### src/core/cpt_pkg.sv
// cpt_pkg: shared constants of the cpu priority and trap status block.
// assumes: included before any other file of the block.
package cpt_pkg;
  // register bus geometry
  localparam int unsigned ADDR_W = 8;
  localparam int unsigned REG_W  = 16;
  // word offsets on the register bus
  localparam logic [7:0] OFF_STATUS  = 8'h00;
  localparam logic [7:0] OFF_CORE    = 8'h04;
  localparam logic [7:0] OFF_INTCTL  = 8'h08;
  localparam logic [7:0] OFF_SRCPRIO = 8'h0C;
  // reset value of every register
  localparam logic [15:0] REG_RST = 16'h0000;
  // cpu status word: priority field
  localparam int unsigned PRIO_W   = 3;
  localparam int unsigned PRIO_LSB = 5;
  localparam logic [2:0]  PRIO_RST = 3'h0;
  // core control word: fourth priority bit
  localparam int unsigned HIGH_BIT = 3;
  // interrupt control one: bit positions
  localparam int unsigned B_NEST_DIS  = 15;
  localparam int unsigned B_OVA_FLAG  = 14;
  localparam int unsigned B_OVB_FLAG  = 13;
  localparam int unsigned B_COVA_FLAG = 12;
  localparam int unsigned B_COVB_FLAG = 11;
  localparam int unsigned B_OVA_EN    = 10;
  localparam int unsigned B_OVB_EN    = 9;
  localparam int unsigned B_COV_EN    = 8;
  localparam int unsigned B_SHIFT     = 7;
  localparam int unsigned B_DIV0      = 6;
  localparam int unsigned B_DMA       = 5;
  localparam int unsigned B_MATH      = 4;
  localparam int unsigned B_ADDR      = 3;
  localparam int unsigned B_STACK     = 2;
  localparam int unsigned B_OSC       = 1;
  // sticky flag bits of interrupt control one
  localparam logic [15:0] FLAG_MASK = 16'h78FE;
  // bus response and transfer type
  localparam logic        HRESP_OKAY = 1'b0;
  localparam int unsigned HTRANS_ACT = 1;
  // bus slave states, one-hot
  typedef enum logic [3:0] {
    ST_IDLE  = 4'b0001,
    ST_WRITE = 4'b0010,
    ST_RWAIT = 4'b0100,
    ST_RDONE = 4'b1000
  } cpt_bus_e;
endpackage

### src/core/cpt_reg_if.sv
// cpt_reg_if: register access between the bus slave and the register core.
// assumes: one clock domain; wr is a one-cycle strobe.
`timescale 1ns/10ps
interface cpt_reg_if;
  logic        wr;    // write strobe
  logic [7:0]  addr;  // word address
  logic [15:0] wdata; // write data
  logic [15:0] rdata; // read data of addr
  modport bus  (output wr, output addr, output wdata, input rdata);
  modport regs (input wr, input addr, input wdata, output rdata);
endinterface

### src/core/cpt_core.sv
// cpt_core: cpu priority level and trap status registers.
// assumes: trap and event inputs are one-cycle pulses on mclk;
// software reaches the registers over ahb-lite.
//
// Decided for this implementation: the address map and the AHB-Lite slave port.
`timescale 1ns/10ps
module cpt_core #(
  parameter int unsigned N_SRC = 4
) (
  // clock and reset
  input  wire logic                  mclk,
  input  wire logic                  reset,
  // ahb-lite register bus
  input  wire logic                  hsel,
  input  wire logic [31:0]           haddr,
  input  wire logic [1:0]            htrans,
  input  wire logic                  hwrite,
  input  wire logic [2:0]            hsize,
  input  wire logic [31:0]           hwdata,
  input  wire logic                  hready,
  output logic      [31:0]           hrdata,
  output logic                       hreadyout,
  output logic                       hresp,
  // cpu core priority updates
  input  wire logic                  core_prio_load,
  input  wire logic [cpt_pkg::PRIO_W-1:0] core_prio_value,
  input  wire logic                  core_trap_enter,
  // accumulator events
  input  wire logic                  acc_a_overflow,
  input  wire logic                  acc_b_overflow,
  input  wire logic                  acc_a_catastrophic,
  input  wire logic                  acc_b_catastrophic,
  // math, dma and system trap events
  input  wire logic                  bad_shift_event,
  input  wire logic                  divide_by_zero_event,
  input  wire logic                  dma_fault_event,
  input  wire logic                  address_trap_event,
  input  wire logic                  stack_trap_event,
  input  wire logic                  oscillator_fail_event,
  // user interrupt requests
  input  wire logic [N_SRC-1:0]      src_req,
  // status outputs
  output logic      [3:0]            cpu_level,
  output logic                       nesting_enabled,
  output logic                       math_trap_pulse,
  output logic                       trap_pending,
  output logic      [N_SRC-1:0]      user_irq_hits,
  output logic                       user_irq_pend
);
  import cpt_pkg::*;

  // map: one word each
  // status: field only
  // core: fourth bit only
  // intctl: nest, enables,
  // sticky flags
  // srcprio: 3 bits each
  // others read zero

  localparam int unsigned SP_W = N_SRC * PRIO_W; // source priority bits

  // level is split: field
  // in status, high bit in
  // core control
  // both clear on reset

  // register state
  logic [PRIO_W-1:0] cpu_priority_field;     // level bits 2..0
  logic              cpu_priority_high_bit;  // level bit 3
  logic              nesting_disable;        // blocks field writes
  logic              acc_a_overflow_trap_en; // overflow a enable
  logic              acc_b_overflow_trap_en; // overflow b enable
  logic              catastrophic_trap_en;   // catastrophic enable
  logic [SP_W-1:0]   src_prio;               // per-source levels
  logic [15:0]       flags;                  // sticky trap flags

  // wr is one cycle; addr
  // holds through a read

  // register access port
  cpt_reg_if rif ();

  // haddr above bit 7 is
  // not decoded: the map
  // repeats each 256 bytes

  // decoded write strobes
  wire wr_status;
  wire wr_core;
  wire wr_intctl;
  wire wr_srcprio;
  assign wr_status  = rif.wr & (rif.addr == OFF_STATUS);
  assign wr_core    = rif.wr & (rif.addr == OFF_CORE);
  assign wr_intctl  = rif.wr & (rif.addr == OFF_INTCTL);
  assign wr_srcprio = rif.wr & (rif.addr == OFF_SRCPRIO);

  // a disabled overflow
  // is dropped here: no
  // flag, no math flag

  // gated trap causes
  wire ova_trap;
  wire ovb_trap;
  wire cova_trap;
  wire covb_trap;
  wire math_any;
  // ordinary overflow only traps while its enable is set
  assign ova_trap  = acc_a_overflow & acc_a_overflow_trap_en;
  assign ovb_trap  = acc_b_overflow & acc_b_overflow_trap_en;
  // catastrophic overflow shares one enable
  assign cova_trap = acc_a_catastrophic & catastrophic_trap_en;
  assign covb_trap = acc_b_catastrophic & catastrophic_trap_en;
  // every accumulator or arithmetic trap is a math trap
  assign math_any = ova_trap | ovb_trap | cova_trap | covb_trap
                  | bad_shift_event | divide_by_zero_event;

  // unsourced bits stay 0:
  // enables and bit 0 are
  // never set by hardware

  // hardware set vector for the sticky flags
  logic [15:0] flag_set;
  always_comb begin
    flag_set              = REG_RST;
    flag_set[B_OVA_FLAG]  = ova_trap;
    flag_set[B_OVB_FLAG]  = ovb_trap;
    flag_set[B_COVA_FLAG] = cova_trap;
    flag_set[B_COVB_FLAG] = covb_trap;
    flag_set[B_SHIFT]     = bad_shift_event;
    flag_set[B_DIV0]      = divide_by_zero_event;
    flag_set[B_DMA]       = dma_fault_event;
    flag_set[B_MATH]      = math_any;
    flag_set[B_ADDR]      = address_trap_event;
    flag_set[B_STACK]     = stack_trap_event;
    flag_set[B_OSC]       = oscillator_fail_event;
  end

  // hazard: read-modify-
  // write of this word can
  // clear a flag set in
  // between; write 1s to
  // flags to keep them

  // software clears a flag by writing zero to it; ones are ignored
  wire [15:0] flag_clr;
  assign flag_clr = {16{wr_intctl}} & ~rif.wdata & FLAG_MASK;

  // flag bank; bit 0 and control bits never set, masked on read
  cpt_sticky #(
    .W (16)
  ) u_flags (
    .mclk  (mclk),
    .reset (reset),
    .set   (flag_set),
    .clr   (flag_clr),
    .q     (flags)
  );

  // writes: no wait state
  // reads: one, so hrdata
  // comes from a flop
  // hsize is ignored

  // bus front end
  cpt_ahb_slave u_bus (
    .mclk      (mclk),
    .reset     (reset),
    .hsel      (hsel),
    .haddr     (haddr),
    .htrans    (htrans),
    .hwrite    (hwrite),
    .hsize     (hsize),
    .hwdata    (hwdata),
    .hready    (hready),
    .hrdata    (hrdata),
    .hreadyout (hreadyout),
    .hresp     (hresp),
    .rif       (rif.bus)
  );

  // trade-off: a core load
  // beats a software write
  // in the same cycle; the
  // core knows the level
  // it actually runs at

  // priority field: the core reloads it when it takes an interrupt
  // or returns; software may write it only while nesting is allowed
  always_ff @(posedge mclk or posedge reset) begin
    if (reset) begin
      cpu_priority_field <= PRIO_RST;
    end else if (core_prio_load) begin
      cpu_priority_field <= core_prio_value;
    end else if (wr_status && !nesting_disable) begin
      cpu_priority_field <= rif.wdata[PRIO_LSB +: PRIO_W];
    end
  end

  // a written 1 is ignored
  // so user code can never
  // mask a trap

  // fourth bit: set by trap entry only, software may only clear it;
  // a trap entry in the same cycle as the clear keeps it set
  wire high_clr;
  assign high_clr = wr_core & ~rif.wdata[HIGH_BIT];
  always_ff @(posedge mclk or posedge reset) begin
    if (reset) begin
      cpu_priority_high_bit <= 1'b0;
    end else if (core_trap_enter) begin
      cpu_priority_high_bit <= 1'b1;
    end else if (high_clr) begin
      cpu_priority_high_bit <= 1'b0;
    end
  end

  // an enable acts on later
  // events only; a set flag
  // stays when it drops

  // interrupt control one: nesting and trap enables
  always_ff @(posedge mclk or posedge reset) begin
    if (reset) begin
      nesting_disable        <= 1'b0;
      acc_a_overflow_trap_en <= 1'b0;
      acc_b_overflow_trap_en <= 1'b0;
      catastrophic_trap_en   <= 1'b0;
    end else if (wr_intctl) begin
      nesting_disable        <= rif.wdata[B_NEST_DIS];
      acc_a_overflow_trap_en <= rif.wdata[B_OVA_EN];
      acc_b_overflow_trap_en <= rif.wdata[B_OVB_EN];
      catastrophic_trap_en   <= rif.wdata[B_COV_EN];
    end
  end

  // level 0 never beats the
  // cpu: it parks a source
  // 7 beats all below 7

  // per-source priority levels, three bits each
  always_ff @(posedge mclk or posedge reset) begin
    if (reset) begin
      src_prio <= '0;
    end else if (wr_srcprio) begin
      src_prio <= rif.wdata[SP_W-1:0];
    end
  end

  // reads as 8 plus field
  // while the high bit is 1
  // (levels 8 to 15)

  // effective level, fourth bit above the field
  wire [3:0] level;
  assign level = {cpu_priority_high_bit, cpu_priority_field};

  // limitation: no
  // arbitration here; all
  // winners show at once

  // a source wins when its level beats the cpu level; with the
  // fourth bit set no three-bit level can win, so all are held off
  wire [N_SRC-1:0] src_hit;
  genvar s;
  generate
    for (s = 0; s < N_SRC; s++) begin : g_src
      wire [3:0] lvl;
      assign lvl = {1'b0, src_prio[s*PRIO_W +: PRIO_W]};
      assign src_hit[s] = src_req[s] & (lvl > level)
                        & ~cpu_priority_high_bit;
    end
  endgenerate

  // outputs lag state by
  // one cycle; the math
  // pulse is one cycle long

  // registered status outputs
  always_ff @(posedge mclk or posedge reset) begin
    if (reset) begin
      cpu_level       <= 4'h0;
      nesting_enabled <= 1'b1;
      math_trap_pulse <= 1'b0;
      trap_pending    <= 1'b0;
      user_irq_hits   <= '0;
      user_irq_pend   <= 1'b0;
    end else begin
      cpu_level       <= level;
      nesting_enabled <= ~nesting_disable;
      math_trap_pulse <= math_any;
      trap_pending    <= |(flags & FLAG_MASK);
      user_irq_hits   <= src_hit;
      user_irq_pend   <= |src_hit;
    end
  end

  // reads have no side
  // effects; only writes
  // clear flags
  // bit 0 reads 0

  // read views of each register; unlisted bits read zero
  wire [15:0] rd_status;
  wire [15:0] rd_core;
  wire [15:0] rd_intctl;
  wire [15:0] rd_srcprio;
  assign rd_status = {8'h00, cpu_priority_field, 5'h00};
  assign rd_core   = {12'h000, cpu_priority_high_bit, 3'h0};
  // bit 0 is never set and is masked out besides
  assign rd_intctl = (flags & FLAG_MASK)
                   | ({15'h0000, nesting_disable} << B_NEST_DIS)
                   | ({15'h0000, acc_a_overflow_trap_en} << B_OVA_EN)
                   | ({15'h0000, acc_b_overflow_trap_en} << B_OVB_EN)
                   | ({15'h0000, catastrophic_trap_en} << B_COV_EN);
  assign rd_srcprio = 16'(src_prio);

  // addr is the captured
  // word address, steady
  // through the wait

  // read select; unmapped addresses read zero
  assign rif.rdata = (rif.addr == OFF_STATUS)  ? rd_status  :
                     (rif.addr == OFF_CORE)    ? rd_core    :
                     (rif.addr == OFF_INTCTL)  ? rd_intctl  :
                     (rif.addr == OFF_SRCPRIO) ? rd_srcprio :
                     REG_RST;

endmodule // cpt_core

### src/core/cpt_sticky.sv
// cpt_sticky: bank of sticky flags, set by hardware, cleared by software.
// assumes: set and clr are synchronous one-cycle levels.
`timescale 1ns/10ps
module cpt_sticky #(
  parameter int unsigned W = 16
) (
  // clock and reset
  input  wire logic         mclk,
  input  wire logic         reset,
  // set and clear per bit
  input  wire logic [W-1:0] set,
  input  wire logic [W-1:0] clr,
  // flags
  output logic      [W-1:0] q
);
  genvar i;
  // one flop per flag; set beats clear in the same cycle
  generate
    for (i = 0; i < W; i++) begin : g_flag
      always_ff @(posedge mclk or posedge reset) begin
        if (reset) begin
          q[i] <= 1'b0;
        end else if (set[i]) begin
          q[i] <= 1'b1;
        end else if (clr[i]) begin
          q[i] <= 1'b0;
        end
      end
    end
  endgenerate
endmodule // cpt_sticky

### src/core/cpt_ahb_slave.sv
// cpt_ahb_slave: ahb-lite slave front end, one word per register.
// assumes: single transfers of whole words; hready is our hreadyout.
`timescale 1ns/10ps
module cpt_ahb_slave (
  // clock and reset
  input  wire logic                          mclk,
  input  wire logic                          reset,
  // ahb-lite
  input  wire logic                          hsel,
  input  wire logic [31:0]                   haddr,
  input  wire logic [1:0]                    htrans,
  input  wire logic                          hwrite,
  input  wire logic [2:0]                    hsize,
  input  wire logic [31:0]                   hwdata,
  input  wire logic                          hready,
  output logic      [31:0]                   hrdata,
  output logic                               hreadyout,
  output logic                               hresp,
  // register side
  cpt_reg_if.bus                             rif
);
  import cpt_pkg::*;
  cpt_bus_e   state;      // data phase tracker
  cpt_bus_e   next_state; // its next value
  logic [7:0] addr_q;     // captured word address
  wire        addr_ph;    // valid address phase
  // a transfer is taken when selected, active and the bus is ready
  assign addr_ph = hsel & hready & htrans[HTRANS_ACT];
  // reads insert one wait state so hrdata comes from a flop
  assign hreadyout = (state != ST_RWAIT);
  assign hresp     = HRESP_OKAY;
  assign rif.wr    = (state == ST_WRITE);
  assign rif.addr  = addr_q;
  assign rif.wdata = hwdata[15:0];
  // next state of the data phase
  always_comb begin
    case (state)
      ST_RWAIT: next_state = ST_RDONE;
      ST_IDLE, ST_WRITE, ST_RDONE: begin
        if (addr_ph) begin
          next_state = hwrite ? ST_WRITE : ST_RWAIT;
        end else begin
          next_state = ST_IDLE;
        end
      end
      default: next_state = ST_IDLE;
    endcase
  end
  // state, address capture and read data
  always_ff @(posedge mclk or posedge reset) begin
    if (reset) begin
      state  <= ST_IDLE;
      addr_q <= 8'h00;
      hrdata <= 32'h0000_0000;
    end else begin
      state <= next_state;
      if (addr_ph) addr_q <= haddr[7:0];
      if (state == ST_RWAIT) hrdata <= {16'h0000, rif.rdata};
    end
  end
endmodule // cpt_ahb_slave

### config.mk
export PLATFORM = sky130hd
export DESIGN_NAME = cpt_core
export DESIGN_NICKNAME = d
export VERILOG_FILES = /design/src/core/cpt_pkg.sv /design/src/core/cpt_reg_if.sv /design/src/core/cpt_core.sv /design/src/core/cpt_sticky.sv /design/src/core/cpt_ahb_slave.sv
export SDC_FILE = /design/constraint.sdc
export NUM_CORES = 1
export LEC_CHECK = 0
export ABC_AREA = 1
export BUFFER_PORTS_ARGS = -buffer_cell sky130_fd_sc_hd__buf_2
export CAP_MARGIN = 15
export CORE_MARGIN = 2
export CORE_UTILIZATION = 52
export CTS_CLUSTER_DIAMETER = 80
export DETAILED_ROUTE_END_ITERATION = 6
export GPL_TIMING_DRIVEN = 0
export PLACE_DENSITY = 0.85
export SYNTH_ARGS = -nofsm -noshare
export SYNTH_HDL_FRONTEND = slang
export SYNTH_SLANG_ARGS = --single-unit
export TNS_END_PERCENT = 20
### constraint.sdc
create_clock -name mclk -period 4.8 [get_ports mclk]
set_input_delay 0.72 -clock mclk [delete_from_list [all_inputs] [get_ports mclk]]
set_output_delay 0.72 -clock mclk [all_outputs]
set_load 0.05 [all_outputs]
# After elaboration in Yosys (flattened, before gate mapping)
# Index checks and enable logic that the tools add are counted.
# Widths: inputs -> output; s select.
# classes
order_cmp,4
n_eq_ne,8
mux,33
n_bitwise,33
reduce_logical,19
# op_table
op,count
$mux 16,3
$reduce_bool 2->1,13
$mux 1,24
$and 1x1->1,19
$eq 8x4->1 const B,2
$gt 3x4->1,4
$or 15x16->16,1
$or 16x10->16,1
$or 16x11->16,1
$or 16x9->16,1
$and 15x15->15,1
$not 15->15,1
$mux 12,1
$reduce_or 11->1,1
$mux 3,3
$eq 8x3->1 const B,1
$logic_not 8->1,1
$pmux 4 s2,1
$or 1x1->1,5
$eq 4x1->1 const B,1
$eq 4x2->1 const B,1
$eq 4x3->1 const B,1
$eq 4x4->1 const B,1
$mux 4,1
6 further kinds,8
# word_totals
reg_bits,71
input_bits,93
out_inout_bits,46
word_cells,124

# Longest topological paths before layout
# logic_depth
ltp_word,7
mapped_depth,8
depth_no_buf,8

# Cells and area by module
# A second synthesis with hierarchy kept.
# unflattened
cells_unflattened,510
area_unflattened_um2,3936.3
# by_module_without_submodules
mod,n_inst,cells_each,area_per_inst_um2,seq_area_each_um2
cpt_core,1,271,1938.1,802.0
cpt_ahb_slave,1,158,1353.8,701.9
cpt_sticky,1,81,644.4,400.4

# Worst setup path after synthesis
# No wires, ideal clock.
# synth_timing
kind,register -> output
from,register u_bus.state[0]
to,output port hreadyout
t_arrival_ps,1144
required_time_ps,4080
path_slack_ps,2936
path_stages_with_launch,6
n_path_buf,1
cell_sequence,dfstp_2 inv_1 nand2_1 nor2_1 clkinv_1 buf_2
# synth_via
elab_chain_cells,1
# synth_rtl
item,line_no,text
start: declaration,cpt_ahb_slave.sv:23,cpt_bus_e state;
start signal: assignment,cpt_ahb_slave.sv:56,state <= next_state;
$ne 4x3->1,cpt_ahb_slave.sv:30,assign hreadyout = (state != ST_RWAIT);
end: declaration,cpt_core.sv:22,"output logic hreadyout,"
# Every way passes these cells.

# Final worst setup path
# Same ends and word-level chain as after synthesis.

==> impl.org <==
** Timing
- Period utilisation layout :: 53.4%
- After routing, the total negative slack on setup checks comes to 0 ns.
- Final hold analysis gives a worst-case slack of 0.427 ns.
- Worst-case setup margin in the final layout :: 2.23 ns
- At the pin with the least slew margin, the transition time is 0.837 ns.
- Min Clock Period, post-route :: 2.57 ns
- Derived from the worst setup path, the maximum achievable clock frequency is 390 MHz.
- Count of final max-slew check failures :: 0
- Across the routed clock network, the largest skew measured is 0.00742 ns.
- Setup violations remaining at the end of the flow were counted as 0.
- Setup repair after global routing left no endpoint under its margin.
- Relative slew slack :: 44.2%
- Hold Violations, Final :: 0

** Global routing
- Maximum number of pins on one net before global-route repair :: 72
- GRT Total Usage :: 23.9%
- The number of global-route vias before repair came to 2925.
- Wire length of the first global-routing pass :: 13.5 mm
- The total overflow left after global routing is 0.
- Initial antenna violation count :: 0

** CTS
- Clock tree from TritonCTS :: done
- Max Root-Sink Buffers :: 2
- Register clock-pin slew on the reported worst setup and hold paths :: 0.07 ns
- Clock tree synthesis inserted a total of 9 buffers.
- Count of instances resized after the clock tree is built :: 0
- The tree built by TritonCTS fans out to 71 sinks.
- Clock latency on the worst-skew pair :: 0.34 ns
- Hold repair after CTS inserted 0 buffers.
- Buffer count from post-CTS setup fixing :: 0
- The H-tree was split into 3 levels.
- Clock Root Buffer :: sky130_fd_sc_hd__clkbuf_8

** Drt
- Detailed-route wire length per cell :: 13.8 um
- Metal2 WL :: 4.05 mm
- The first TritonRoute pass finished after 7 iterations.
- Total wirelength of the detailed-routed design :: 8.25 mm
- Wire segments on met3 add up to 526 um in the final route.
- After detailed routing, the number of vias per cell comes to 5.10.
- For this block, wires on met1 add up to 3.49 mm.
- After detailed routing, no signal wire sits above met4.
- Post-DRT Antenna Nets :: 0
- Via total after detailed routing :: 3042
- Violation count after the first detailed-route iteration :: 235
- Final routed DRC violation total :: 1

** Min path
- The worst hold path begins at cpu_priority_high_bit.
- The path class of the tightest hold or removal check is flip-flop to flip-flop.
- For hold timing, the worst endpoint is cpu_level[3].
- Number of instances on the worst hold path :: 0

** Floorplan
- After floorplanning, the core was divided into 29 placement rows.
- The die is 85.5 um tall.
- From left edge to right edge, the die measures 85.5 um.
- The total area inside the core boundary comes to 6390 um2.
- Count of pins on the block boundary :: 139
- For this configuration, the core starts out at a cell density of 54.0%.
- The floorplan step defined a die boundary enclosing 7300 um2.

** Pwr
- The design draws 1.27 mW.
- Logic gate share of total power :: 16.9%
- Clock share of power :: 32.5%
- Sequential share of power :: 50.6%
- The analysis attributes to net switching a power of 0.372 mW.
- In this run switching power makes up 29.3% of total power.
- Worst IR drop on VDD :: 191 uV
- For this design the static power due to leakage is 2.35 nW.
- The internal power of the cells totals 0.896 mW.
- Power density cells :: 305 nW/um2

** Synth
- Synthesis inferred 71 register bits.
- Of all cell types, the one taking the most synthesized area is sky130_fd_sc_hd__dfrtp_1.
- Top-area cell type share of the netlist area :: 50.0%
- Synthesis produced a netlist whose cell count is 412.
- Post-synthesis area per instance :: 8.38 um2
- Synthesis instantiated 26 different standard cells from the library.
- Total number of yosys warnings :: 0
- Sequential-to-total area share from yosys stat :: 51.6%
- In the post-synthesis netlist, the biggest area contributors are sky130_fd_sc_hd__dfrtp_1 (50%), sky130_fd_sc_hd__nand2_1 (15%), sky130_fd_sc_hd__nand3_1 (6.5%), sky130_fd_sc_hd__inv_1 (4.6%), sky130_fd_sc_hd__ha_1 (4.4%).
- The cell area that synthesis handed to floorplanning was 3450 um2.

** Final layout
- For this run, the post-layout net count is 621.
- In the layout the commonest cells are sky130_fd_sc_hd__nand2_1 (135), sky130_fd_sc_hd__buf_2 (83), sky130_fd_sc_hd__dfrtp_1 (69).
- In the final layout, the share of cells above drive strength 1 is 25.0%.
- With fillers left out, the area of the finished cells amounts to 4160 um2.
- From synthesis to final layout, the design area changed by 20.5%.
- The number of antenna diodes in the final layout is 0.
- The library cell used most frequently in the layout, excluding fill and tap cells, is sky130_fd_sc_hd__nand2_1.

** Placed design
- Placed cell areas :: 4000 um2
- Routability congestion estimate :: 0.864
- Detailed placement ended at an HPWL of 6.16 mm.
- Timing analysis after detailed placement gives a worst setup slack of 2.61 ns.
- Number of buffers inserted by port buffering :: 77

** Critical path
- CP startpoint kind :: flip-flop
- Worst R2R Setup Slack :: 3.23 ns
- Worst setup path category :: flip-flop to output port
- STA puts the critical path data required time at 4.08 ns.
- In this run the worst path has a maximum fanout of 10.
- Measured in cells, the most critical reg-to-reg path has a length of 7.
- STA classifies the critical path endpoint as an output port.
- The worst register-to-register path begins at u_bus.state[3].
- Data on the critical path arrives at its endpoint at 1.85 ns.
- In this run the critical register-to-register path is captured at u_flags.q[12].

** Job
- Across the run, the number of max-cap violations was 0.

** Outcome
- The run finished, with violations left.
- The checks that failed: design-rule violations.
-- cells by family (layout without fill, tap and decap cells) --
logic type               Yosys count  after routing  synth area share, %
AO/OA/AOI/OAI                     42             42                 6.89
adder cells (fa/ha/maj)           12             12                 4.35
buffers and inverters             69            160                 10.0
flip-flops                        71             71                 51.6
other                              1             17                0.109
AND/OR/NAND/NOR                  217            217                 27.1
-- worst max-delay path by stage --
stage,startpoint,to,slack (ns),cells after the start
floorplan,reset,acc_a_overflow_trap_en,2.29,1
global placement,reset,u_bus.hrdata[6],1.57,2
detailed placement,u_bus.state[0],hreadyout,2.61,6
CTS,u_bus.state[0],hreadyout,2.24,6
global route,u_bus.state[1],hreadyout,2.11,6
finish,u_bus.state[0],hreadyout,2.23,6
-- layout make-up --
type | count | area (um2)
fill | 555 | 2230
sequential | 71 | 1780
multi-input combinational | 288 | 1390
timing repair buffer | 77 | 385
buffer | 26 | 184
inverter | 43 | 164
clock buffer | 13 | 159
tap | 77 | 96.3
clock inverter | 1 | 5.00
-- per-stage QoR --
stage | util (%) | instances
2_1_floorplan | - | 428
3_3_place_gp | 62.5 | 582
3_5_place_dp | 62.6 | 582
4_1_cts | 65.1 | 596
5_1_grt | 65.1 | 596
6_report | 65.1 | 596
-- cell usage after synthesis --
master,instances
sky130_fd_sc_hd__nor3_4,1
sky130_fd_sc_hd__o21ai_2,5
sky130_fd_sc_hd__dfrtp_1,69
sky130_fd_sc_hd__dfstp_2,2
sky130_fd_sc_hd__conb_1,1
sky130_fd_sc_hd__o21ai_1,2
sky130_fd_sc_hd__nor4_1,2
sky130_fd_sc_hd__buf_6,2
sky130_fd_sc_hd__nand2_2,3
sky130_fd_sc_hd__o21bai_1,3
sky130_fd_sc_hd__buf_2,6
sky130_fd_sc_hd__ha_1,12
sky130_fd_sc_hd__buf_4,17
sky130_fd_sc_hd__clkinv_1,1
sky130_fd_sc_hd__nor2_1,24
sky130_fd_sc_hd__nor3_1,1
sky130_fd_sc_hd__a21oi_1,9
sky130_fd_sc_hd__nand2_1,135
sky130_fd_sc_hd__o21ai_0,22
sky130_fd_sc_hd__nor2_4,2
sky130_fd_sc_hd__clkbuf_1,1
sky130_fd_sc_hd__a31oi_1,1
sky130_fd_sc_hd__nand2_4,2
sky130_fd_sc_hd__nand3_1,45
sky130_fd_sc_hd__nand3b_1,2
sky130_fd_sc_hd__inv_1,42
-- critical path: stages, from the launching register on --
cell	delay (ns)
sky130_fd_sc_hd__dfstp_2	0.57
sky130_fd_sc_hd__inv_1	0.05
sky130_fd_sc_hd__nand2_1	0.09
sky130_fd_sc_hd__nor2_1	0.07
sky130_fd_sc_hd__clkinv_1	0.17
sky130_fd_sc_hd__buf_2	0.26
sky130_fd_sc_hd__buf_2	0.30
-- metal layers --
layer  global-route usage (%)  vias up
li1                         -     1485
met1                     30.5     1420
met2                     39.2      122
met3                     5.06       15
met4                     10.7        0
met5                        0        -
-- flip-flops by register name, indices dropped and copies added (netlist names) --
register	count
cpu_priority_high_bit	1
nesting_disable	1
cpu_level	4
u_flags.q	11
nesting_enabled	1
acc_b_overflow_trap_en	1
user_irq_hits	4
cpu_priority_field	3
u_bus.rif.addr	8
u_bus.state	4
user_irq_pend	1
acc_a_overflow_trap_en	1
catastrophic_trap_en	1
src_prio	12
u_bus.hrdata	16
math_trap_pulse	1
trap_pending	1
-- power by group through the flow --
stage | Clock (mW) | Sequential [mW] | Combinational (mW)
final | 0.412 | 0.641 | 0.215
after floorplan | 0 | 0.674 | 0.131
after global routing | 0.447 | 0.643 | 0.236
after CTS | 0.415 | 0.641 | 0.214
after detailed placement | 0 | 0.652 | 0.213
after global placement | 0 | 0.651 | 0.204
No activity file was read; power rests on OpenSTA's default activity.
